## config.mk

```make
export PLATFORM = sky130hd
export DESIGN_NAME = backup_monitor_adc_regs
export DESIGN_NICKNAME = d
export VERILOG_FILES = /design/src/backup_pkg.sv /design/src/serial_reg_port.sv /design/src/backup_monitor_adc_regs.sv
export SDC_FILE = /design/constraint.sdc
export NUM_CORES = 1
export LEC_CHECK = 0
export BUFFER_PORTS_ARGS = -buffer_cell sky130_fd_sc_hd__buf_4
export CORE_MARGIN = 3
export CORE_UTILIZATION = 50
export CTS_BUF_LIST = sky130_fd_sc_hd__clkbuf_8 sky130_fd_sc_hd__clkbuf_16
export DETAILED_ROUTE_END_ITERATION = 10
export PLACE_DENSITY_LB_ADDON = 0.12
export SETUP_SLACK_MARGIN = 0.5
export SYNTH_ARGS = -nofsm -noshare
export SYNTH_HDL_FRONTEND = slang
export SYNTH_SLANG_ARGS = --single-unit
```

## constraint.sdc

```tcl
create_clock -name mclk -period 2.8 [get_ports mclk]
set_clock_uncertainty 0.05 [all_clocks]
set_input_delay 0.7 -clock mclk [delete_from_list [all_inputs] [get_ports mclk]]
set_output_delay 0.7 -clock mclk [all_outputs]
set_load 0.01 [all_outputs]
```

## src/backup_pkg.sv

```systemverilog
// constants, field layouts and carriers for the backup monitor register bank
// assumes a single 50 MHz clock and a two-wire serial host port
// Operation
// - peak-limit field bits 5:4 picks boost peak current, resets to 11
// - storage-good threshold bits 3:0, 80 to 95 percent, resets to 1111
// - five-bit warning level, reset all ones, compared with temperature result high bits
// - source bit 4 enables storage voltage conversion, resets to 0
// - source bit 2 enables temperature sensor conversion, resets to 0
// - source bit 1 enables input current conversion, resets to 0
// - source bit 0 enables input voltage conversion, resets to 0
// - input voltage result: high byte 0x0a, low two bits 0x0b, reset zero
// - input current result: high byte 0x0c, low two bits 0x0d
// - temperature result: high byte 0x0e, low two bits 0x0f
// - first storage result: high byte 0x12, low two bits 0x13
// - second storage result: high byte 0x14, low two bits 0x15
// - test timer 16 bits, low byte 0x16, high byte 0x17, reset zero
// - recovery bit 1 turns storage-fed regulator on, reset off
// - recovery bit 0 selects stay-in-buck or leave-buck-and-recharge policy
// - conversion done sets status bit; interrupt unless its mask is set
// - temperature warning sets status bit; interrupt only when mask bit 0 clear
package backup_pkg;
	localparam logic [6:0] DEV_ADDR = 7'h2a; // arbitrary bus address
	localparam logic [7:0] OFS_STATUS = 8'h02;
	localparam logic [7:0] OFS_MASK = 8'h04;
	localparam logic [7:0] OFS_THRESH = 8'h06;
	localparam logic [7:0] OFS_WARN = 8'h07;
	localparam logic [7:0] OFS_SRC = 8'h09;
	localparam logic [7:0] OFS_VIN_H = 8'h0a;
	localparam logic [7:0] OFS_VIN_L = 8'h0b;
	localparam logic [7:0] OFS_IIN_H = 8'h0c;
	localparam logic [7:0] OFS_IIN_L = 8'h0d;
	localparam logic [7:0] OFS_TMP_H = 8'h0e;
	localparam logic [7:0] OFS_TMP_L = 8'h0f;
	localparam logic [7:0] OFS_ST1_H = 8'h12;
	localparam logic [7:0] OFS_ST1_L = 8'h13;
	localparam logic [7:0] OFS_ST2_H = 8'h14;
	localparam logic [7:0] OFS_ST2_L = 8'h15;
	localparam logic [7:0] OFS_TMR_L = 8'h16;
	localparam logic [7:0] OFS_TMR_H = 8'h17;
	localparam logic [7:0] OFS_RECOV = 8'h1b;
	localparam int BIT_CONV_DONE = 6;
	localparam int BIT_TEMP_WARN = 0;
	localparam int BIT_SRC_STORAGE_NODE = 4;
	localparam int BIT_SRC_TEMP = 2;
	localparam int BIT_SRC_IIN = 1;
	localparam int BIT_SRC_VIN = 0;
	localparam int BIT_REG_ON = 1;
	localparam int BIT_RECOVER = 0;
	localparam logic [1:0] RST_PEAK = 2'h3;
	localparam logic [3:0] RST_GOOD = 4'hf;
	localparam logic [4:0] RST_WARN = 5'h1f;
	typedef struct packed {
		logic en;
		logic [7:0] addr;
		logic [7:0] data;
	} reg_write_s;
	typedef struct packed {
		logic [9:0] inputVoltage;
		logic [9:0] inputCurrent;
		logic [9:0] tempVoltage;
		logic [9:0] storage1;
		logic [9:0] storage2;
	} conv_sample_s;
	typedef struct packed {
		logic [1:0] boostPeakLimitSel;
		logic [3:0] storageGoodMonitor;
		logic storageSel;
		logic tempSel;
		logic currentSel;
		logic inputSel;
		logic storageRegulatorOn;
		logic recoverMode;
	} ctrl_s;
	typedef enum logic [3:0] {
		S_IDLE = 4'h0,
		S_DEV = 4'h1,
		S_ACK_DEV = 4'h3,
		S_PTR = 4'h2,
		S_ACK_PTR = 4'h6,
		S_WRITE = 4'h7,
		S_ACK_WR = 4'h5,
		S_READ = 4'h4,
		S_READ_ACK = 4'hc
	} port_state_e;
endpackage : backup_pkg

```

## src/serial_reg_port.sv

```systemverilog
// two-wire serial slave: pointer byte, writes and reads with auto-increment
// assumes scl and sda already synchronised to mclk
module serial_reg_port (
	// clock and reset
	input wire logic mclk,
	input wire logic rstn,
	// synchronised line levels
	input wire logic sclS,
	input wire logic sdaS,
	output logic sdaOe,
	// register side
	output backup_pkg::reg_write_s wr,
	output logic [7:0] ptr,
	input wire logic [7:0] rdData
);
	backup_pkg::port_state_e state;
	logic sclPrev;
	logic sdaPrev;
	logic [7:0] shift;
	logic [7:0] tx;
	logic [2:0] cnt;
	logic byteDone;
	logic rw;
	logic nack;
	logic sclRise;
	logic sclFall;
	logic startSeen;
	logic stopSeen;

	assign sclRise = sclS & ~sclPrev;
	assign sclFall = ~sclS & sclPrev;
	assign startSeen = sclS & sclPrev & sdaPrev & ~sdaS;
	assign stopSeen = sclS & sclPrev & ~sdaPrev & sdaS;

	always_ff @(posedge mclk or negedge rstn) begin
		if (!rstn) begin
			sclPrev <= 1'b1;
			sdaPrev <= 1'b1;
		end else begin
			sclPrev <= sclS;
			sdaPrev <= sdaS;
		end
	end

	always_ff @(posedge mclk or negedge rstn) begin
		if (!rstn) begin
			state <= backup_pkg::S_IDLE;
			shift <= 8'h00;
			tx <= 8'h00;
			cnt <= 3'h0;
			byteDone <= 1'b0;
			rw <= 1'b0;
			nack <= 1'b0;
			sdaOe <= 1'b0;
			ptr <= 8'h00;
			wr <= '0;
		end else begin
			wr.en <= 1'b0;
			if (startSeen) begin
				state <= backup_pkg::S_DEV;
				cnt <= 3'h0;
				byteDone <= 1'b0;
				sdaOe <= 1'b0;
			end else if (stopSeen) begin
				state <= backup_pkg::S_IDLE;
				sdaOe <= 1'b0;
			end else if (sclRise) begin
				case (state)
					backup_pkg::S_DEV, backup_pkg::S_PTR, backup_pkg::S_WRITE: begin
						shift <= {shift[6:0], sdaS};
						cnt <= cnt + 3'h1;
						byteDone <= (cnt == 3'h7);
					end
					backup_pkg::S_READ: begin
						cnt <= cnt + 3'h1;
						byteDone <= (cnt == 3'h7);
					end
					backup_pkg::S_READ_ACK: nack <= sdaS;
					default: ;
				endcase
			end else if (sclFall) begin
				case (state)
					backup_pkg::S_DEV: if (byteDone) begin
						byteDone <= 1'b0;
						if (shift[7:1] == backup_pkg::DEV_ADDR) begin
							rw <= shift[0];
							sdaOe <= 1'b1;
							state <= backup_pkg::S_ACK_DEV;
						end else begin
							state <= backup_pkg::S_IDLE;
						end
					end
					backup_pkg::S_ACK_DEV: begin
						cnt <= 3'h0;
						if (rw) begin
							tx <= rdData;
							sdaOe <= ~rdData[7];
							state <= backup_pkg::S_READ;
						end else begin
							sdaOe <= 1'b0;
							state <= backup_pkg::S_PTR;
						end
					end
					backup_pkg::S_PTR: if (byteDone) begin
						byteDone <= 1'b0;
						ptr <= shift;
						sdaOe <= 1'b1;
						state <= backup_pkg::S_ACK_PTR;
					end
					backup_pkg::S_ACK_PTR, backup_pkg::S_ACK_WR: begin
						sdaOe <= 1'b0;
						state <= backup_pkg::S_WRITE;
					end
					backup_pkg::S_WRITE: if (byteDone) begin
						byteDone <= 1'b0;
						wr.en <= 1'b1;
						wr.addr <= ptr;
						wr.data <= shift;
						ptr <= ptr + 8'h01;
						sdaOe <= 1'b1;
						state <= backup_pkg::S_ACK_WR;
					end
					backup_pkg::S_READ: begin
						if (byteDone) begin
							byteDone <= 1'b0;
							sdaOe <= 1'b0;
							ptr <= ptr + 8'h01;
							state <= backup_pkg::S_READ_ACK;
						end else begin
							tx <= {tx[6:0], 1'b0};
							sdaOe <= ~tx[6];
						end
					end
					backup_pkg::S_READ_ACK: begin
						if (nack) begin
							state <= backup_pkg::S_IDLE;
						end else begin
							tx <= rdData;
							sdaOe <= ~rdData[7];
							cnt <= 3'h0;
							state <= backup_pkg::S_READ;
						end
					end
					default: state <= backup_pkg::S_IDLE;
				endcase
			end
		end
	end
endmodule : serial_reg_port

```

## src/backup_monitor_adc_regs.sv

```systemverilog
// register bank for thresholds, conversion sources, results and recovery control
// assumes converter strobes come from mclk logic, serial pins are asynchronous
module backup_monitor_adc_regs (
	// clock and reset
	input wire logic mclk,
	input wire logic rstn,
	// two-wire serial pins
	input wire logic sclIn,
	input wire logic sdaIn,
	output logic sdaOut,
	output logic sdaOe,
	// converter and capacitor test
	input wire logic convDone,
	input wire backup_pkg::conv_sample_s sample,
	input wire logic capTestDone,
	input wire logic [15:0] capTestTime,
	// control and status outputs
	output backup_pkg::ctrl_s ctrl,
	output logic tempWarning,
	output logic intN
);
	logic [1:0] sclSync;
	logic [1:0] sdaSync;
	backup_pkg::reg_write_s wr;
	logic [7:0] ptr;
	logic [7:0] rdData;
	logic portSdaOe;
	logic [4:0] warnLevel;
	logic [9:0] vinRes;
	logic [9:0] iinRes;
	logic [9:0] tmpRes;
	logic [9:0] st1Res;
	logic [9:0] st2Res;
	logic [15:0] timerRes;
	logic statusDone;
	logic statusWarn;
	logic maskDone;
	logic maskWarn;
	logic warnHit;
	logic clrDone;
	logic clrWarn;

	// pin synchronisers
	always_ff @(posedge mclk or negedge rstn) begin
		if (!rstn) begin
			sclSync <= 2'h3;
			sdaSync <= 2'h3;
		end else begin
			sclSync <= {sclSync[0], sclIn};
			sdaSync <= {sdaSync[0], sdaIn};
		end
	end

	serial_reg_port port (
		.mclk(mclk),
		.rstn(rstn),
		.sclS(sclSync[1]),
		.sdaS(sdaSync[1]),
		.sdaOe(portSdaOe),
		.wr(wr),
		.ptr(ptr),
		.rdData(rdData)
	);

	// open-drain data line
	always_ff @(posedge mclk or negedge rstn) begin
		if (!rstn) begin
			sdaOut <= 1'b0;
			sdaOe <= 1'b0;
		end else begin
			sdaOut <= 1'b0;
			sdaOe <= portSdaOe;
		end
	end

	// writable control fields
	always_ff @(posedge mclk or negedge rstn) begin
		if (!rstn) begin
			ctrl.boostPeakLimitSel <= backup_pkg::RST_PEAK;
			ctrl.storageGoodMonitor <= backup_pkg::RST_GOOD;
			warnLevel <= backup_pkg::RST_WARN;
			ctrl.storageSel <= 1'b0;
			ctrl.tempSel <= 1'b0;
			ctrl.currentSel <= 1'b0;
			ctrl.inputSel <= 1'b0;
			ctrl.storageRegulatorOn <= 1'b0;
			ctrl.recoverMode <= 1'b0;
			maskDone <= 1'b0;
			maskWarn <= 1'b0;
		end else if (wr.en) begin
			case (wr.addr)
				backup_pkg::OFS_THRESH: begin
					ctrl.boostPeakLimitSel <= wr.data[5:4];
					ctrl.storageGoodMonitor <= wr.data[3:0];
				end
				backup_pkg::OFS_WARN: warnLevel <= wr.data[4:0];
				backup_pkg::OFS_SRC: begin
					ctrl.storageSel <= wr.data[backup_pkg::BIT_SRC_STORAGE_NODE];
					ctrl.tempSel <= wr.data[backup_pkg::BIT_SRC_TEMP];
					ctrl.currentSel <= wr.data[backup_pkg::BIT_SRC_IIN];
					ctrl.inputSel <= wr.data[backup_pkg::BIT_SRC_VIN];
				end
				backup_pkg::OFS_RECOV: begin
					ctrl.storageRegulatorOn <= wr.data[backup_pkg::BIT_REG_ON];
					ctrl.recoverMode <= wr.data[backup_pkg::BIT_RECOVER];
				end
				backup_pkg::OFS_MASK: begin
					maskDone <= wr.data[backup_pkg::BIT_CONV_DONE];
					maskWarn <= wr.data[backup_pkg::BIT_TEMP_WARN];
				end
				default: ;
			endcase
		end
	end

	// results: whole pairs replaced at once, host writes never reach them
	always_ff @(posedge mclk or negedge rstn) begin
		if (!rstn) begin
			vinRes <= 10'h000;
			iinRes <= 10'h000;
			tmpRes <= 10'h000;
			st1Res <= 10'h000;
			st2Res <= 10'h000;
		end else if (convDone) begin
			if (ctrl.inputSel) begin
				vinRes <= sample.inputVoltage;
			end
			if (ctrl.currentSel) begin
				iinRes <= sample.inputCurrent;
			end
			if (ctrl.tempSel) begin
				tmpRes <= sample.tempVoltage;
			end
			if (ctrl.storageSel) begin
				st1Res <= sample.storage1;
				st2Res <= sample.storage2;
			end
		end
	end

	always_ff @(posedge mclk or negedge rstn) begin
		if (!rstn) begin
			timerRes <= 16'h0000;
		end else if (capTestDone) begin
			timerRes <= capTestTime;
		end
	end

	// warning compare on the fresh temperature sample
	assign warnHit = convDone & ctrl.tempSel & (sample.tempVoltage[9:5] > warnLevel);

	always_ff @(posedge mclk or negedge rstn) begin
		if (!rstn) begin
			tempWarning <= 1'b0;
		end else if (convDone & ctrl.tempSel) begin
			tempWarning <= warnHit;
		end
	end

	// sticky status, write one clears, a new event wins over the clear
	assign clrDone = wr.en & (wr.addr == backup_pkg::OFS_STATUS) & wr.data[backup_pkg::BIT_CONV_DONE];
	assign clrWarn = wr.en & (wr.addr == backup_pkg::OFS_STATUS) & wr.data[backup_pkg::BIT_TEMP_WARN];

	always_ff @(posedge mclk or negedge rstn) begin
		if (!rstn) begin
			statusDone <= 1'b0;
			statusWarn <= 1'b0;
		end else begin
			statusDone <= convDone | (statusDone & ~clrDone);
			statusWarn <= warnHit | (statusWarn & ~clrWarn);
		end
	end

	// interrupt line, low while any unmasked status bit stands
	always_ff @(posedge mclk or negedge rstn) begin
		if (!rstn) begin
			intN <= 1'b1;
		end else begin
			intN <= ~((statusDone & ~maskDone) | (statusWarn & ~maskWarn));
		end
	end

	// read-back mux, reserved bits and unmapped offsets read zero
	always_comb begin
		rdData = 8'h00;
		case (ptr)
			backup_pkg::OFS_STATUS: begin
				rdData[backup_pkg::BIT_CONV_DONE] = statusDone;
				rdData[backup_pkg::BIT_TEMP_WARN] = statusWarn;
			end
			backup_pkg::OFS_MASK: begin
				rdData[backup_pkg::BIT_CONV_DONE] = maskDone;
				rdData[backup_pkg::BIT_TEMP_WARN] = maskWarn;
			end
			backup_pkg::OFS_THRESH: rdData = {2'h0, ctrl.boostPeakLimitSel, ctrl.storageGoodMonitor};
			backup_pkg::OFS_WARN: rdData = {3'h0, warnLevel};
			backup_pkg::OFS_SRC: begin
				rdData[backup_pkg::BIT_SRC_STORAGE_NODE] = ctrl.storageSel;
				rdData[backup_pkg::BIT_SRC_TEMP] = ctrl.tempSel;
				rdData[backup_pkg::BIT_SRC_IIN] = ctrl.currentSel;
				rdData[backup_pkg::BIT_SRC_VIN] = ctrl.inputSel;
			end
			backup_pkg::OFS_VIN_H: rdData = vinRes[9:2];
			backup_pkg::OFS_VIN_L: rdData = {6'h00, vinRes[1:0]};
			backup_pkg::OFS_IIN_H: rdData = iinRes[9:2];
			backup_pkg::OFS_IIN_L: rdData = {6'h00, iinRes[1:0]};
			backup_pkg::OFS_TMP_H: rdData = tmpRes[9:2];
			backup_pkg::OFS_TMP_L: rdData = {6'h00, tmpRes[1:0]};
			backup_pkg::OFS_ST1_H: rdData = st1Res[9:2];
			backup_pkg::OFS_ST1_L: rdData = {6'h00, st1Res[1:0]};
			backup_pkg::OFS_ST2_H: rdData = st2Res[9:2];
			backup_pkg::OFS_ST2_L: rdData = {6'h00, st2Res[1:0]};
			backup_pkg::OFS_TMR_L: rdData = timerRes[7:0];
			backup_pkg::OFS_TMR_H: rdData = timerRes[15:8];
			backup_pkg::OFS_RECOV: begin
				rdData[backup_pkg::BIT_REG_ON] = ctrl.storageRegulatorOn;
				rdData[backup_pkg::BIT_RECOVER] = ctrl.recoverMode;
			end
			default: rdData = 8'h00;
		endcase
	end
endmodule : backup_monitor_adc_regs

```

## Word-level counts from Yosys, hierarchy flattened

Index checks and enable logic that the tools add are counted.

| operators by class | value |
|---|---|
| $lt $le $gt $ge | 1 |
| bitwise gates (word level) | 33 |
| muxes and demuxes | 57 |
| reductions and logical operators | 30 |
| eq/ne operators | 51 |
| add/sub/neg operators | 2 |

Operator list:

| cell | count |
|---|---|
| $mux W17 | 6 |
| $eq A8 B4 Y1 const B | 8 |
| $eq A8 B5 Y1 const B | 8 |
| $eq A8 B3 Y1 const B | 6 |
| $mux W4 | 8 |
| $pmux W4 S7 | 1 |
| $mux W3 | 8 |
| $ne A4 B1 Y1 const B | 6 |
| $mux W7 | 3 |
| $pmux W7 S3 | 1 |
| $reduce_and A7 Y1 | 3 |
| $pmux W1 S10 | 2 |
| $pmux W1 S18 | 1 |
| $pmux W1 S9 | 2 |
| $reduce_and A2 Y1 | 9 |
| $and A1 B1 Y1 | 16 |
| $eq A4 B3 Y1 const B | 4 |
| $eq A8 B2 Y1 const B | 2 |
| $mux W1 | 16 |
| $mux W8 | 2 |
| $pmux W1 S16 | 1 |
| $pmux W8 S2 | 1 |
| $not A1 Y1 | 14 |
| $reduce_and A4 Y1 | 3 |
| other kinds (28) | 43 |

| word-level totals | value |
|---|---|
| bits in registers | 147 |
| word-level logic and storage cells | 212 |
| bits of input ports | 72 |

## Logic depth before layout (Yosys ltp)

Gate-level depths: netlist of the first run.

| depth | value |
|---|---|
| depth in word-level cells | 9 |
| gate-level depth with buffers | 8 |
| depth with buffers taken out | 7 |

## Hierarchy

Synthesis of the first run repeated with hierarchy kept, for this count alone.

| second synthesis, totals | value |
|---|---|
| cell total of the unflattened synthesis | 606 |
| area total of the unflattened synthesis | 7407.1 um^2 |

By module, submodules not included:

| module | instances | cells each | area an instance (um^2) |
|---|---|---|---|
| backup_monitor_adc_regs | 1 | 346 | 4523.1 |
| serial_reg_port | 1 | 260 | 2884.0 |

## Worst setup path before layout of the first run

OpenSTA, ideal clock, no wires.

| timing | value |
|---|---|
| kind | register to register |
| start | register port.sclPrev |
| end | register port.wr[0] (netlist name) |
| setup slack | 0.793 ns |
| required time | 2.625 ns |
| data arrival time | 1.832 ns |
| cell stages (with the launch flop) | 6 |
| path buffers | 1 |
| cell sequence | dfstp_2 and2b_1 nand2_1 nor4_4 buf_4 mux2_2 |

| on the way | value |
|---|---|
| longest elaborated chain between the ends | 5 |

RTL lines:

| item | RTL line | text |
|---|---|---|
| start: declaration | serial_reg_port.sv:17 | `logic sclPrev;` |
| start signal: assignment | serial_reg_port.sv:40 | `sclPrev <= sclS;` |
| $and A1 B1 Y1 | serial_reg_port.sv:32, serial_reg_port.sv:33 |  |
| $and A1 B1 Y1 (on tied branches) (2 in series) | serial_reg_port.sv:32, serial_reg_port.sv:33 |  |
| $not A1 Y1 (no line) | -- |  |
| $reduce_and A6 Y1 (no line) (*) | -- |  |

Every way passes the cells marked *; elsewhere a longest branch is shown, timed or not.
A chain may end at the register's enable or synchronous reset.

## Worst setup path after layout of the first run

| timing | value |
|---|---|
| start | register port.ptr[0] |
| end | register port.tx[0] |

| on the way | value |
|---|---|
| longest elaborated chain between the ends | 4 |

RTL lines:

| item | RTL line | text |
|---|---|---|
| start: declaration | serial_reg_port.sv:13 | `output logic [7:0] ptr,` |
| start signal: assignment | serial_reg_port.sv:106 | `ptr <= shift;` |
| start signal: assignment | serial_reg_port.sv:119 | `ptr <= ptr + 8'h01;` |
| start signal: assignment | serial_reg_port.sv:127 | `ptr <= ptr + 8'h01;` |
| $eq A8 B5 Y1 (tied with other cells) | backup_monitor_adc_regs.sv:186 | `case (ptr)` |
| $pmux W1 S18 (*) | backup_monitor_adc_regs.sv:186 |  |
| $mux W7 (on tied branches) | serial_reg_port.sv:135, serial_reg_port.sv:95 |  |
| $pmux W7 S3 (*) | serial_reg_port.sv:82 | `case (state)` |
| end signal: assignment | serial_reg_port.sv:96 | `tx <= rdData;` |
| end signal: assignment | serial_reg_port.sv:130 | `tx <= {tx[6:0], 1'b0};` |
| end signal: assignment | serial_reg_port.sv:138 | `tx <= rdData;` |
| end: declaration | serial_reg_port.sv:20 | `logic [7:0] tx;` |

Every way passes the cells marked *; elsewhere a longest branch is shown, timed or not. The select of a mux whose other input is x is not followed.

==> results.md, run 1 <==
- The run finished with clean final reports.
- The sum of overflow across all layers after global routing is 0.
- The number of nets with antenna violations after routing is 0.
- The total wire length after detailed routing is 18890 um.
- The last weighted congestion value of the routability-driven placer is 0.9155.
- The most area-hungry cell type in the Yosys netlist is sky130_fd_sc_hd__dfrtp_1.
- The part of the Yosys area used for sequential elements is 0.5109.
- Of the cells placed in the final design, the portion with a size suffix greater than 1 is 0.3927.
- The slew at the pin with the worst max-slew slack is 0.6945 ns.
- The detailed-router iteration count before antenna repair is 6.
- For this design the static power due to leakage is 3.952 nW.
- TritonCTS built the clock tree.
- The count of final max-slew check failures is 0.
- Dividing total power by cell area gives a power density of 547.9 nW/um2.
- For the worst-skew pair, the clock arrives at the later sink with an insertion delay of around 0.44 ns.
- The width of the chip is ~130 um.
- Measured along the y axis, the die boundary spans 126.0 um.
- Averaged over all synthesized cells, the footprint is around 12 um2.
- Setup repair after global routing could not meet its margin everywhere.
- The clock passes through at most 2 buffers.
- The antenna diode instance count is 0.
- The tightest min-delay check is of the input pin to asynchronous set/reset pin type.
- Counting I/O delays and the setup requirement, the final critical path takes 2.312 ns.
- Of all nets on the critical path, the largest fanout is 15.
- For this run, the top clock speed supported by timing is 432.5 MHz.
- The number of nets in the synthesized netlist is 696.
- The floorplan die area is 15870 um2.
- The maximum number of pins on one net before global-route repair is 59.
- After synthesis, the netlist uses 72 different library cells.
- Data on the critical path is required at its endpoint by 3.05 ns.
- The kind of end point of the critical path is a flip-flop.
- The number of antenna violations at the first check in global routing was 0.
- The HPWL after detailed placement is ~14000 um.
- The endpoint arrival time on the critical path is 2.56 ns.
- The clock root buffer master is sky130_fd_sc_hd__clkbuf_16.
- The normalized max-slew margin is 0.5335.
- The clock buffer count from CTS is 17.
- The via count of the first global-routing pass is 5540.
- The core region is ~14000 um2.
- The total design power is 0.004757 W.
- The Yosys step of the flow raised 0 warnings.
- The final worst-path setup slack is 0.4879 ns.
- The clock sink count is approximately 150.
- The fraction of synthesis flops using an asynchronous set or reset pin is 1.000.
- The worst setup path category is flip-flop to flip-flop.
- The most common cell in the synthesized netlist is sky130_fd_sc_hd__dfrtp_1.
- The largest stage delay on the critical path is about 0.54 ns.
- The number of remaining DRC errors is 0.
- The commonest cells after synthesis are sky130_fd_sc_hd__dfrtp_1 (128), sky130_fd_sc_hd__mux2_2 (110), sky130_fd_sc_hd__nand2_1 (42).
- Once layout is done, the placed cells without fillers occupy 8682 um2.
- Setup violations remaining at the end of the flow were counted as 0.
- The effective utilization at floorplan is 0.5144.
- The sum of negative setup slack is 0 ns.
- The initialized floorplan defines 43 standard-cell rows.
- The share of the synthesized area in the top cell type is 0.4451.
- Using the TritonRoute via totals, the vias-per-cell ratio works out to 6.000.
- The count of flip-flops with a built-in enable after synthesis is 0.
- The layout-stage area growth over the synthesis result is 20.66%.
- Across the run, the number of max-cap violations was 0.
- In the final routed layout, each cell accounts on average for 21.15 um.
- By area the synthesized netlist is led by sky130_fd_sc_hd__dfrtp_1 (45%), sky130_fd_sc_hd__mux2_2 (17%), sky130_fd_sc_hd__dfstp_2 (6.6%).
- The signal on the critical path passes through inv_1 -> ha_2 -> buf_4 -> a222oi_1 -> o21ai_1 -> nor4b_2 -> o21ai_0.
- In the global route stage, overall resource usage came out at 0.2453.
- a little under 90 I/O pins were placed.
- The kind of launch point of the worst setup path is a flip-flop.
- The register clock-pin slew on the reported worst setup and hold paths is approximately 0.060 ns.
- The peak ir drop on the vdd network is 0.0004462 V.
- The synthesized instance count is about 610.
- In the synthesized netlist the dominant register cell turns out to be sky130_fd_sc_hd__dfrtp_1.
- In this run, the number of DRC markers left after iteration 0 of detailed routing was 681.
- The worst slack after detailed placement is 0.3345 ns.
- Among all stages on the critical path, the largest delay is contributed by sky130_fd_sc_hd__a222oi_1.
- The final net count is 783.
- The number of placed instances with taps included is 861.
- The final count of hold timing violations is 0.
- The first global-routing pass estimated 30500 um of wire.
- The finished layout holds around 890 standard cells, fillers aside.
- The placed instances occupy a cell area of 8053 um2.
- Of the available clock period, the critical path in the final layout requires 0.8257.
- The count of fill cells added during filler insertion is 1127.
- The summed instance area of the synthesized netlist is between 7000 and 8000 um2.
- The synthesized design contains 146 register bits.
- CTS built an H-tree with a depth of 4.
- The count of buffers inserted at the top-level ports is 86.
- The number of vias after detailed routing is 5358.
[path summary, 6_finish.rpt]
| kind | startpoint | endpoint | slack, ns | cells after the start |
|---|---|---|---|---|
| hold reg to reg | sdaSync[0] | sdaSync[1] | 0.30 | 0 |
| setup reg to reg | port.ptr[0] | port.tx[0] | 0.49 | 7 |
| hold / removal | rstn | port.tx[4] | 0.12 | 1 |
| max in group asynchronous | rstn | intN | 1.91 | 2 |
| min in group mclk | sdaSync[0] | sdaSync[1] | 0.30 | 0 |
| setup / recovery | port.ptr[0] | port.tx[0] | 0.49 | 7 |
[report_power, final]
| part | total [W] | switching [W] | internal, W |
|---|---|---|---|
| Clock | 0.00232 | 0.000903 | 0.00142 |
| Combinational | 0.000228 | 0.000105 | 0.000124 |
| Sequential | 0.00221 | 0.0000477 | 0.00216 |
[timing repair]
item | in CTS | in global routing
setup buffers | 0 | 0
pin swaps | 1 | 2
hold endpoints to repair | 0 | 0
hold buffers | 0 | 0
gates resized for setup | 3 | 8
setup endpoints to repair | 3 | 8
[registers in the layout, indices dropped and copies added, names as in the netlist, 7 cells and up]
signal and cells:
st1Res 10, tmpRes 10, timerRes 16, port.ptr 8, port.wr 16, iinRes 10, port.shift 8, ctrl 12
port.tx 7, st2Res 10, vinRes 10
[final cells by class]
| type | instances | area [um2] | area share |
|---|---|---|---|
| sequential | 146 | 3681 | 0.4240 |
| timing repair buffer | 100 | 779.5 | 0.08978 |
| multi-input combinational | 417 | 3329 | 0.3835 |
| tap | 180 | 225.2 | 0.02594 |
| clock inverter | 14 | 160.2 | 0.01845 |
| inverter | 18 | 67.56 | 0.007782 |
| clock buffer | 18 | 439.2 | 0.05058 |
[cells in the final DEF (no fill, tap or decap), types with 5 or more instances in the layout]
| cell type | instances |
|---|---|
| sky130_fd_sc_hd__a21o_1 | 5 |
| sky130_fd_sc_hd__a21oi_1 | 27 |
| sky130_fd_sc_hd__a22o_1 | 6 |
| sky130_fd_sc_hd__a22oi_1 | 16 |
| sky130_fd_sc_hd__and3_1 | 7 |
| sky130_fd_sc_hd__buf_4 | 97 |
| sky130_fd_sc_hd__clkbuf_16 | 17 |
| sky130_fd_sc_hd__dfrtp_1 | 124 |
| sky130_fd_sc_hd__dfstp_2 | 18 |
| sky130_fd_sc_hd__ha_1 | 8 |
| sky130_fd_sc_hd__inv_1 | 20 |
| sky130_fd_sc_hd__mux2_2 | 110 |
| sky130_fd_sc_hd__mux2i_1 | 9 |
| sky130_fd_sc_hd__nand2_1 | 42 |
| sky130_fd_sc_hd__nand2b_1 | 6 |
| sky130_fd_sc_hd__nand3_1 | 12 |
| sky130_fd_sc_hd__nand4_1 | 6 |
| sky130_fd_sc_hd__nor2_1 | 25 |
| sky130_fd_sc_hd__nor2b_1 | 8 |
| sky130_fd_sc_hd__nor3_1 | 12 |
| sky130_fd_sc_hd__o21ai_0 | 19 |
| sky130_fd_sc_hd__o22ai_1 | 10 |
| sky130_fd_sc_hd__xnor2_1 | 5 |
[critical path, delay by kind of cell (launching register included)]
family | cells | cell delay (ns)
AND/OR/NAND/NOR | 1 | 0.30
AO/OA/AOI/OAI | 3 | 0.79
flip-flops | 1 | 0.42
adder cells (fa/ha/maj) | 1 | 0.30
buffers and inverters | 2 | 0.32
[layer usage]
metal  global-route usage  routed length, um  vias up
li1                     -                  -     2441
met1               0.3408               8419     2696
met2               0.3894               9150      189
met3              0.05301                999       32
met4              0.07445                320        0
met5                    0                  0        -
[logic make-up (layout without fill, tap and decap cells)]
group | after synthesis | in the layout | share of synthesized area
adder cells (fa/ha/maj) | 11 | 11 | 0.01913
other | 1 | 1 | 0.0005211
multiplexers | 122 | 122 | 0.1909
AND/OR/NAND/NOR | 146 | 146 | 0.1129
XOR/XNOR | 6 | 6 | 0.007303
flip-flops | 146 | 146 | 0.5109
AO/OA/AOI/OAI | 131 | 131 | 0.1285
buffers and inverters | 50 | 150 | 0.02991
[metrics by stage]
step                utilization  hold slack (ns)
detailed placement       0.5757           0.2968
global placement         0.5757           0.2961
global route             0.6207           0.1507
finish                   0.6207           0.1179
floorplan                     -           0.2952
CTS                      0.6190           0.1333
No activity file was read; power rests on OpenSTA's default activity.
==> run 2: changes to the inputs <==
--- a/config.mk
+++ b/config.mk
@@ -5,6 +5,7 @@
 export SDC_FILE = /design/constraint.sdc
 export NUM_CORES = 1
 export LEC_CHECK = 0
+export ABC_AREA = 1
 export BUFFER_PORTS_ARGS = -buffer_cell sky130_fd_sc_hd__buf_4
 export CORE_MARGIN = 3
 export CORE_UTILIZATION = 50
==> constraint.sdc (replaced) <==
create_clock -name mclk -period 2.1 [get_ports mclk]
set_clock_uncertainty 0.05 [all_clocks]
set_input_delay 0.525 -clock mclk [delete_from_list [all_inputs] [get_ports mclk]]
set_output_delay 0.525 -clock mclk [all_outputs]
set_load 0.01 [all_outputs]
==> run 2 against run 1 <==
Effect of this change:
- critical path depth up 2
- design area up 13%
- non-clock buffer count up 63
- sequential share of layout area down 4.9 points
- largest cell class unchanged
- sequential cell count unchanged
- clock power up 38%
- critical path type unchanged
==> results.md, run 2 <==
- The height of the chip is 126.8 um (+0.67%).
- The average vias per placed instance is 5.524 (-7.9%).
- The total of warnings raised by yosys was 0 (unchanged).
- The summed instance area of the synthesized netlist is 7297 um2 (+1.4%).
- The via count of the first global-routing pass came to 6220 (+12%).
- The flow ran to the end, and the final reports show no timing, DRC or antenna violations.
- The worst setup path category is flip-flop to flip-flop.
- STA classifies the critical path endpoint as a flip-flop.
- The clock buffer count from CTS is 17 (unchanged).
- The worst setup path is launched from a flip-flop.
- The estimated wirelength of the detail-placed design is 15100 um (+11%).
- The static leakage is 4.811 nW (+22%).
- The number of synthesized register bits is 146 (unchanged).
- In the layout the commonest cells are sky130_fd_sc_hd__nand2_1 (161), sky130_fd_sc_hd__buf_4 (136), sky130_fd_sc_hd__dfrtp_1 (113), sky130_fd_sc_hd__inv_1 (72), sky130_fd_sc_hd__o21ai_0 (50).
- The initial DRC count is 524 (-23%).
- The largest driver fanout on the critical path is 7 (-8).
- The number of remaining DRC errors is 0 (unchanged).
- The synthesized instance count is 826 (+35%).
- Relative to the synthesized area, the layout overhead comes to 34.89%.
- The final worst hold slack is 0.1545 ns (+0.03659 ns).
- The count of cell types in the netlist came to 43 (-40%).
- The width of the chip is 126.8 um (+0.67%).
- The share of the core filled with cells is 0.6983 (+0.07763).
- The deepest level of the CTS H-tree is 4 (unchanged).
- Yosys instantiated no cell more often than sky130_fd_sc_hd__nand2_1.
- The antenna diode instance count is 0 (unchanged).
- The maximum number of pins on one net before global-route repair is 48 (-19%).
- The number of primary I/O pins was 88 (unchanged).
- The clock sink count is 146 (unchanged).
- The type of the worst min-delay path is input pin to flip-flop.
- The share of the synthesized area in the top cell type came to 0.4390 (-0.006182).
- The synthesized net count is 909 (+31%).
- The mean instance size in the synthesized netlist is 8.834 um2 (-25%).
- The number of nets with antenna violations after routing is 0 (unchanged).
- The count of flip-flops with a built-in enable after synthesis came to 0 (unchanged).
- Setup repair after global routing could not meet its margin everywhere.
- The global routing usage summed across all routing layers is 0.2648 (+0.01955).
- The slew at the pin with the worst max-slew slack is 0.5866 ns (-0.1079 ns).
- The final worst-path cycle share is 0.8356 (+0.009860).
- The part of the Yosys area used for sequential elements was 0.5038 (-0.007095).
- The fraction of synthesis flops using an asynchronous set or reset pin came to 1.000 (unchanged).
- The register clock-pin slew on the reported worst setup and hold paths is 0.06 ns (about the same).
- The last weighted congestion value of the routability-driven placer is 0.9605 (+4.9%).
- The number of antenna violations at the first check in global routing is 0 (unchanged).
- The global-route wire length before repair is 32930 um (+7.9%).
- The total wire length after detailed routing is 21830 um (+16%).
- The sum of negative setup slack is 0 ns (unchanged).
- The insertion delay to the later sink of the worst-skew pair is 0.42 ns (-0.02 ns).
- The fmax is 569.9 MHz (+32%).
- The count of buffers inserted at the top-level ports came to 86 (unchanged).
- The number of vias after detailed routing is 6513 (+22%).
- The power per unit of standard cell area is 679.4 nW/um2 (+24%).
- The tree is rooted in a sky130_fd_sc_hd__clkbuf_16.
- The placeable core region is 14100 um2 (+0.77%).
- The TritonCTS clock tree is built.
- The count of fill cells added during filler insertion is 1100 (-2.4%).
- After synthesis, the cell types taking the most area are sky130_fd_sc_hd__dfrtp_1 (44%), sky130_fd_sc_hd__nand2_1 (9.6%), sky130_fd_sc_hd__dfstp_2 (6.5%).
- The peak ir drop on the vdd network is 0.0007135 V (+60%).
- The final net count is 1070 (+37%).
- The time the worst path needs with I/O delays and setup is 1.755 ns (-0.5573 ns).
- The setup-violating endpoint count in the final report is 0 (unchanged).
- The most area-hungry cell type in the Yosys netlist is sky130_fd_sc_hd__dfrtp_1.
- The final count of hold timing violations is 0 (unchanged).
- The maximum root-to-sink buffer count came to 2 (unchanged).
- The largest registers in the layout are port.wr: 16 flops, timerRes: 16 flops, ctrl: 12 flops.
- The required time of the critical path came to 2.40 ns (-0.65 ns).
- By count the netlist is led by sky130_fd_sc_hd__nand2_1 (187), sky130_fd_sc_hd__dfrtp_1 (128), sky130_fd_sc_hd__inv_1 (92).
- The dominant register cell in the synthesized netlist is sky130_fd_sc_hd__dfrtp_1.
- The proportion of layout cells with a drive suffix above 1 came to 0.4054 (+0.01270).
- The endpoint arrival time on the critical path is 2.05 ns (-0.51 ns).
- The detailed-router iteration count before antenna repair is 8 (+2).
- The max-cap violation count came to 0 (unchanged).
- The effective utilization at floorplan was 0.5177 (+0.003263).
- The sum of overflow across all layers after global routing was 0 (unchanged).
- The row count came to 43 (unchanged).
- The routed length per placed instance is 18.51 um (-12%).
- The count of final max-slew check failures is 0 (unchanged).
- Leaving out fill and tap cells, the most frequent cell in the layout is sky130_fd_sc_hd__nand2_1.
- The floorplan die area was 16080 um2 (+1.3%).
- The normalized max-slew margin was 0.6080 (+0.07456).
## run 2: timing repair
item / CTS / global route
setup endpoints to repair: 63 / 62
hold buffers: 1 / 0
gates cloned: 2 / 3
endpoints found under the hold margin: 17 / 0
setup buffers: 33 / 24
pin swaps: 14 / 37
resized for setup: 57 / 133
## run 2: kinds of logic after synthesis
family,share of synthesized area
simple gates,0.2428
buf+inv,0.07356
xor+xnor,0.002401
flops,0.5038
mux,0.04630
other cells,0.0005139
fa+ha+maj,0.01886
compound gates,0.1118
## run 2: per-layer routing
metal	vias to the layer above	wire length, um	share of wire	GRT usage
li1	3052	-	-	-
met1	3169	9436	0.43	0.3534
met2	249	10410	0.48	0.4228
met3	43	1309	0.060	0.06442
met4	0	669	0.031	0.09590
met5	-	0	0	0
## run 2: critical path, cell delays in order, from the launching register on
cell                      delay (ns)
sky130_fd_sc_hd__dfrtp_2        0.46
sky130_fd_sc_hd__nor2_4         0.20
sky130_fd_sc_hd__nand2_4        0.17
sky130_fd_sc_hd__nor2_4         0.21
sky130_fd_sc_hd__nand2_1        0.15
sky130_fd_sc_hd__o21ai_1        0.12
sky130_fd_sc_hd__nor2_2         0.06
sky130_fd_sc_hd__nand3_1        0.08
sky130_fd_sc_hd__nand2_1        0.05
sky130_fd_sc_hd__a21oi_1        0.11
## run 2: layout make-up
| class | count | area (um2) | area share |
|---|---|---|---|
| clock inverters | 14 | 188.9 | 0.01919 |
| well taps | 180 | 225.2 | 0.02288 |
| flip-flops and latches | 146 | 3695 | 0.3754 |
| clock buffers | 17 | 425.4 | 0.04322 |
| repair inverters | 1 | 6.256 | 0.0006356 |
| inverters | 100 | 406.6 | 0.04131 |
| multi-input cells | 558 | 3525 | 0.3581 |
| repair buffers | 163 | 1371 | 0.1393 |
## run 2: worst paths after layout
check | from | end | slack [ns] | depth (start not counted)
setup / recovery | port.ptr[4] | port.tx[4] | 0.35 | 9
hold / removal | sdaIn | sdaSync[0] | 0.15 | 1
setup reg to reg | port.ptr[4] | port.tx[4] | 0.35 | 9
hold reg to reg | sclSync[0] | sclSync[1] | 0.31 | 0
max in group asynchronous | rstn | warnLevel[4] | 0.75 | 3
min in group asynchronous | rstn | tmpRes[8] | 0.56 | 2
## run 2: power by group
| part | leakage (nW) | switching (W) | internal, W | total, W |
|---|---|---|---|---|
| Sequential | 1.81 | 0.0000923 | 0.00291 | 0.00300 |
| Combinational | 2.71 | 0.000273 | 0.000216 | 0.000489 |
| Clock | 0.295 | 0.00122 | 0.00198 | 0.00320 |
| Total | 4.81 | 0.00158 | 0.00510 | 0.00669 |
## run 2: stage by stage
step / instance area (um2) / setup slack [ns] / total power, W / std cells
after global placement: 8169 / 0.2381 / 0.003433 / 1085
after detailed placement: 8169 / 0.2014 / 0.003443 / 1085
final: 9843 / 0.3452 / 0.006688 / 1179
after CTS: 9214 / 0.3701 / 0.006643 / 1152
after global routing: 9843 / 0.2207 / 0.006888 / 1179
after floorplan: 7310 / 0.5390 / 0.003175 / 826
==> run 3: changes to the inputs <==
--- a/config.mk
+++ b/config.mk
@@ -5,7 +5,7 @@
 export SDC_FILE = /design/constraint.sdc
 export NUM_CORES = 1
 export LEC_CHECK = 0
-export ABC_AREA = 1
+export ABC_AREA = 0
 export BUFFER_PORTS_ARGS = -buffer_cell sky130_fd_sc_hd__buf_4
 export CORE_MARGIN = 3
 export CORE_UTILIZATION = 50
==> constraint.sdc (replaced) <==
create_clock -name mclk -period 1.8 [get_ports mclk]
set_clock_uncertainty 0.05 [all_clocks]
set_input_delay 0.45 -clock mclk [delete_from_list [all_inputs] [get_ports mclk]]
set_output_delay 0.45 -clock mclk [all_outputs]
set_load 0.01 [all_outputs]
==> run 3 against run 2 <==
Effect of this change:
- the flow now finishes with violations (negative setup slack)
- sequential share of layout area decreased by 3.9 points
- wire length increased by 7.6%
- highest routed layer unchanged
- fmax decreased by 12%
- die area shrank 1.3%
==> results.md, run 3 (same netlist as run 1, synthesis figures left out) <==
- The global routing usage summed across all routing layers came to 0.2946 (+0.02979).
- The setup slack of the worst register-to-register path came to -0.19 ns (-0.54 ns).
- The register clock-pin slew on the reported worst setup and hold paths is 0.06 ns (about the same).
- The clock buffer count from CTS came to 17 (unchanged).
- The total wire length after detailed routing is 23490 um (+7.6%).
- The count of buffers inserted at the top-level ports is 86 (unchanged).
- The sum of overflow across all layers after global routing came to 0 (unchanged).
- The TritonCTS clock tree is built.
- The checks that failed: negative setup slack.
- The switching power total came to 0.001706 W (+7.7%).
- On the critical path, the stage with the largest delay is an instance of sky130_fd_sc_hd__dfrtp_1.
- The row count is 43 (unchanged).
- The part of the total power dissipated in the clock network is 0.483 (+0.005).
- The final worst-path cycle share is 1.108 (+0.2721).
- The number of placed instances with taps included is 933 (-14%).
- The part of the power in registers is 0.455 (+0.007).
- The maximum root-to-sink buffer count is 2 (unchanged).
- The depth of the worst register-to-register path came to 6 (-3).
- The sum of negative setup slack is -2.502 ns (-2.502 ns).
- The placeable core region is 13990 um2 (-0.76%).
- The via count of the first global-routing pass is 6482 (+4.2%).
- The last weighted congestion value of the routability-driven placer was 0.9375 (-2.4%).
- The deepest level of the CTS H-tree is 4 (unchanged).
- The number of vias after detailed routing is 6166 (-5.3%).
- The number of standard cells in the layout, taps in and fillers out was 1036 (-12%).
- The maximum number of pins on one net before global-route repair is 53 (+10%).
- The endpoint arrival time on the critical path is 2.27 ns (+0.22 ns).
- The average vias per placed instance is 5.952 (+7.7%).
- The number of primary I/O pins is 88 (unchanged).
- The start point of the worst min-delay path is sclIn.
- The largest driver fanout on the critical path came to 4 (-3).
- The peak ir drop on the vdd network is 0.0006514 V (-8.7%).
- The height of the chip is 126.0 um (-0.66%).
- The fmax is 501.6 MHz (-12%).
- The floorplan die area is 15870 um2 (-1.3%).
- The setup-violating endpoint count in the final report is 43 (+43).
- The proportion of layout cells with a drive suffix above 1 is 0.6051 (+0.1997).
- The initial DRC count came to 609 (+16%).
- The width of the chip is 126.0 um (-0.66%).
- The global-route wire length before repair is 36200 um (+10%).
- The effective utilization at floorplan is 0.5144 (-0.003263).
- The startpoint identified for the worst register-to-register timing path is port.state[1].
- The clock sink count is 146 (unchanged).
- The count of final max-slew check failures was 0 (unchanged).
- The detailed-router iteration count before antenna repair came to 5 (-3).
- The number of nets with antenna violations after routing is 0 (unchanged).
- The worst setup path is captured at a flip-flop.
- Compared with the post-synthesis result, the final layout area differs by 52.09%.
- The clock root buffer master is sky130_fd_sc_hd__clkbuf_16.
- The time the worst path needs with I/O delays and setup is 1.994 ns (+0.2390 ns).
- The combinational fraction of design power is 0.062 (-0.011).
- The destination of the worst hold path is sclSync[0].
- The library cell used most frequently in the layout, excluding fill and tap cells, is sky130_fd_sc_hd__buf_4.
- In the layout the commonest cells are sky130_fd_sc_hd__buf_4 (177), sky130_fd_sc_hd__dfrtp_1 (124), sky130_fd_sc_hd__mux2_2 (66), sky130_fd_sc_hd__buf_6 (47), sky130_fd_sc_hd__mux2_4 (46).
- The final count of hold timing violations is 0 (unchanged).
- The antenna diode instance count was 0 (unchanged).
- The largest registers in the layout are port.wr: 16 flops, timerRes: 16 flops, ctrl: 12 flops.
- The static leakage is 5.018 nW (+4.3%).
- The internal cell power is 0.005827 W (+14%).
- The final worst-path setup slack is -0.1938 ns (-0.5390 ns).
- In this run the worst hold path is classified as input pin to flip-flop.
- The number of remaining DRC errors is 0 (unchanged).
- The critical path is of the flip-flop to flip-flop type.
- The number of antenna violations at the first check in global routing is 0 (unchanged).
- The kind of launch point of the worst setup path is a flip-flop.
- The largest stage delay on the critical path is 0.43 ns (-0.03 ns).
- The max-cap violation count is 0 (unchanged).
- The final net count is 926 (-13%).
- The required time of the critical path is 2.07 ns (-0.33 ns).
- Setup repair after global routing could not meet its margin everywhere.
- The number of stages on the worst hold path came to 1 (unchanged).
- The run finished, with violations left.
- Walking the worst path, the cells encountered are buf_6 -> or3_1 -> a221oi_1 -> o221a_2 -> nor2_1 -> a311oi_2.
- The insertion delay to the later sink of the worst-skew pair is 0.43 ns (about the same).
- The power per unit of standard cell area is 688.3 nW/um2 (+1.3%).
- The routed length per placed instance was 22.67 um (+22%).
- The estimated wirelength of the detail-placed design came to 15690 um (+3.9%).
- The net switching fraction of the power is 0.2265 (-0.01039).
- The endpoint identified for the worst register-to-register timing path is port.sdaOe.
==> run 3: changes by cell type in the layout (fill, tap and decap cells not counted), sizes merged, moves of 7 or more <==
cell and delta:
buf +79, inv -83, a22oi +13, a21oi -14, nand3 -45, and3 +7
mux2i +9, mux2 +82, nand2 -158, nor2b +8, o21ai -70, nor2 -45
==> run 3: layout make-up <==
class                   instances  area (um2)
multi-input cells             417        4135
flip-flops and latches        146        3681
fillers                       853        3044
repair buffers                243        2228
clock buffers                  18       439.2
well taps                     180       225.2
clock inverters                14       165.2
inverters                      18       70.07
==> run 3: worst max-delay path by stage <==
stage | from | endpoint | slack, ns
5_1_grt | port.ptr[1] | port.sdaOe | -0.28
3_5_place_dp | port.ptr[0] | port.tx[0] | -0.22
4_1_cts | port.ptr[1] | port.tx[0] | -0.14
6_report | port.state[1] | port.sdaOe | -0.19
3_3_place_gp | port.ptr[0] | port.tx[0] | -0.17
2_1_floorplan | port.sclPrev | port.wr[0] | -0.18
==> run 3: timing repair <==
item | 4_1_cts | 5_1_grt
endpoints found under the hold margin | 24 | 0
buffers inserted | 47 | 19
hold buffers | 1 | 0
resized for setup | 129 | 58
endpoints found under the setup margin | 107 | 117
cloned | 3 | 1
pin swaps | 54 | 32
==> run 3: power groups by stage <==
stage / registers (W) / logic (W) / clock network, W
floorplan: 0.00346 / 0.000164 / 0
global placement: 0.00348 / 0.000410 / 0
detailed placement: 0.00348 / 0.000424 / 0
CTS: 0.00343 / 0.000455 / 0.00368
global route: 0.00344 / 0.000510 / 0.00383
finish: 0.00343 / 0.000468 / 0.00364
==> run 3: per-layer routing <==
| layer | vias to the layer above | wire length (um) | GRT usage |
|---|---|---|---|
| met1 | 3134 | 9643 | 0.3802 |
| met5 | - | 0 | 0 |
| met4 | 0 | 644 | 0.09968 |
| met2 | 245 | 11980 | 0.4992 |
| li1 | 2733 | - | - |
| met3 | 54 | 1225 | 0.05852 |
==> run 3: metrics by stage <==
step           hold slack, ns  setup slack, ns    util  total power (W)  area [um2]
2_1_floorplan          0.1044          -0.1780       -         0.003621        7538
3_3_place_gp           0.2958          -0.1668  0.6410         0.003886        8966
3_5_place_dp           0.2984          -0.2185  0.6410         0.003906        8966
4_1_cts               0.06309          -0.1367  0.7519         0.007564       10520
5_1_grt               0.06360          -0.2836  0.7824         0.007772       10940
6_report              0.08041          -0.1938  0.7824         0.007533       10940
==> run 3: critical path, delay by kind of cell, from the launching register on <==
kind / cells / cell delay (ns)
AOI/OAI and AO/OA: 3 / 0.87
DFF: 1 / 0.43
and+or+nand+nor: 2 / 0.40
buffers and inverters: 1 / 0.14
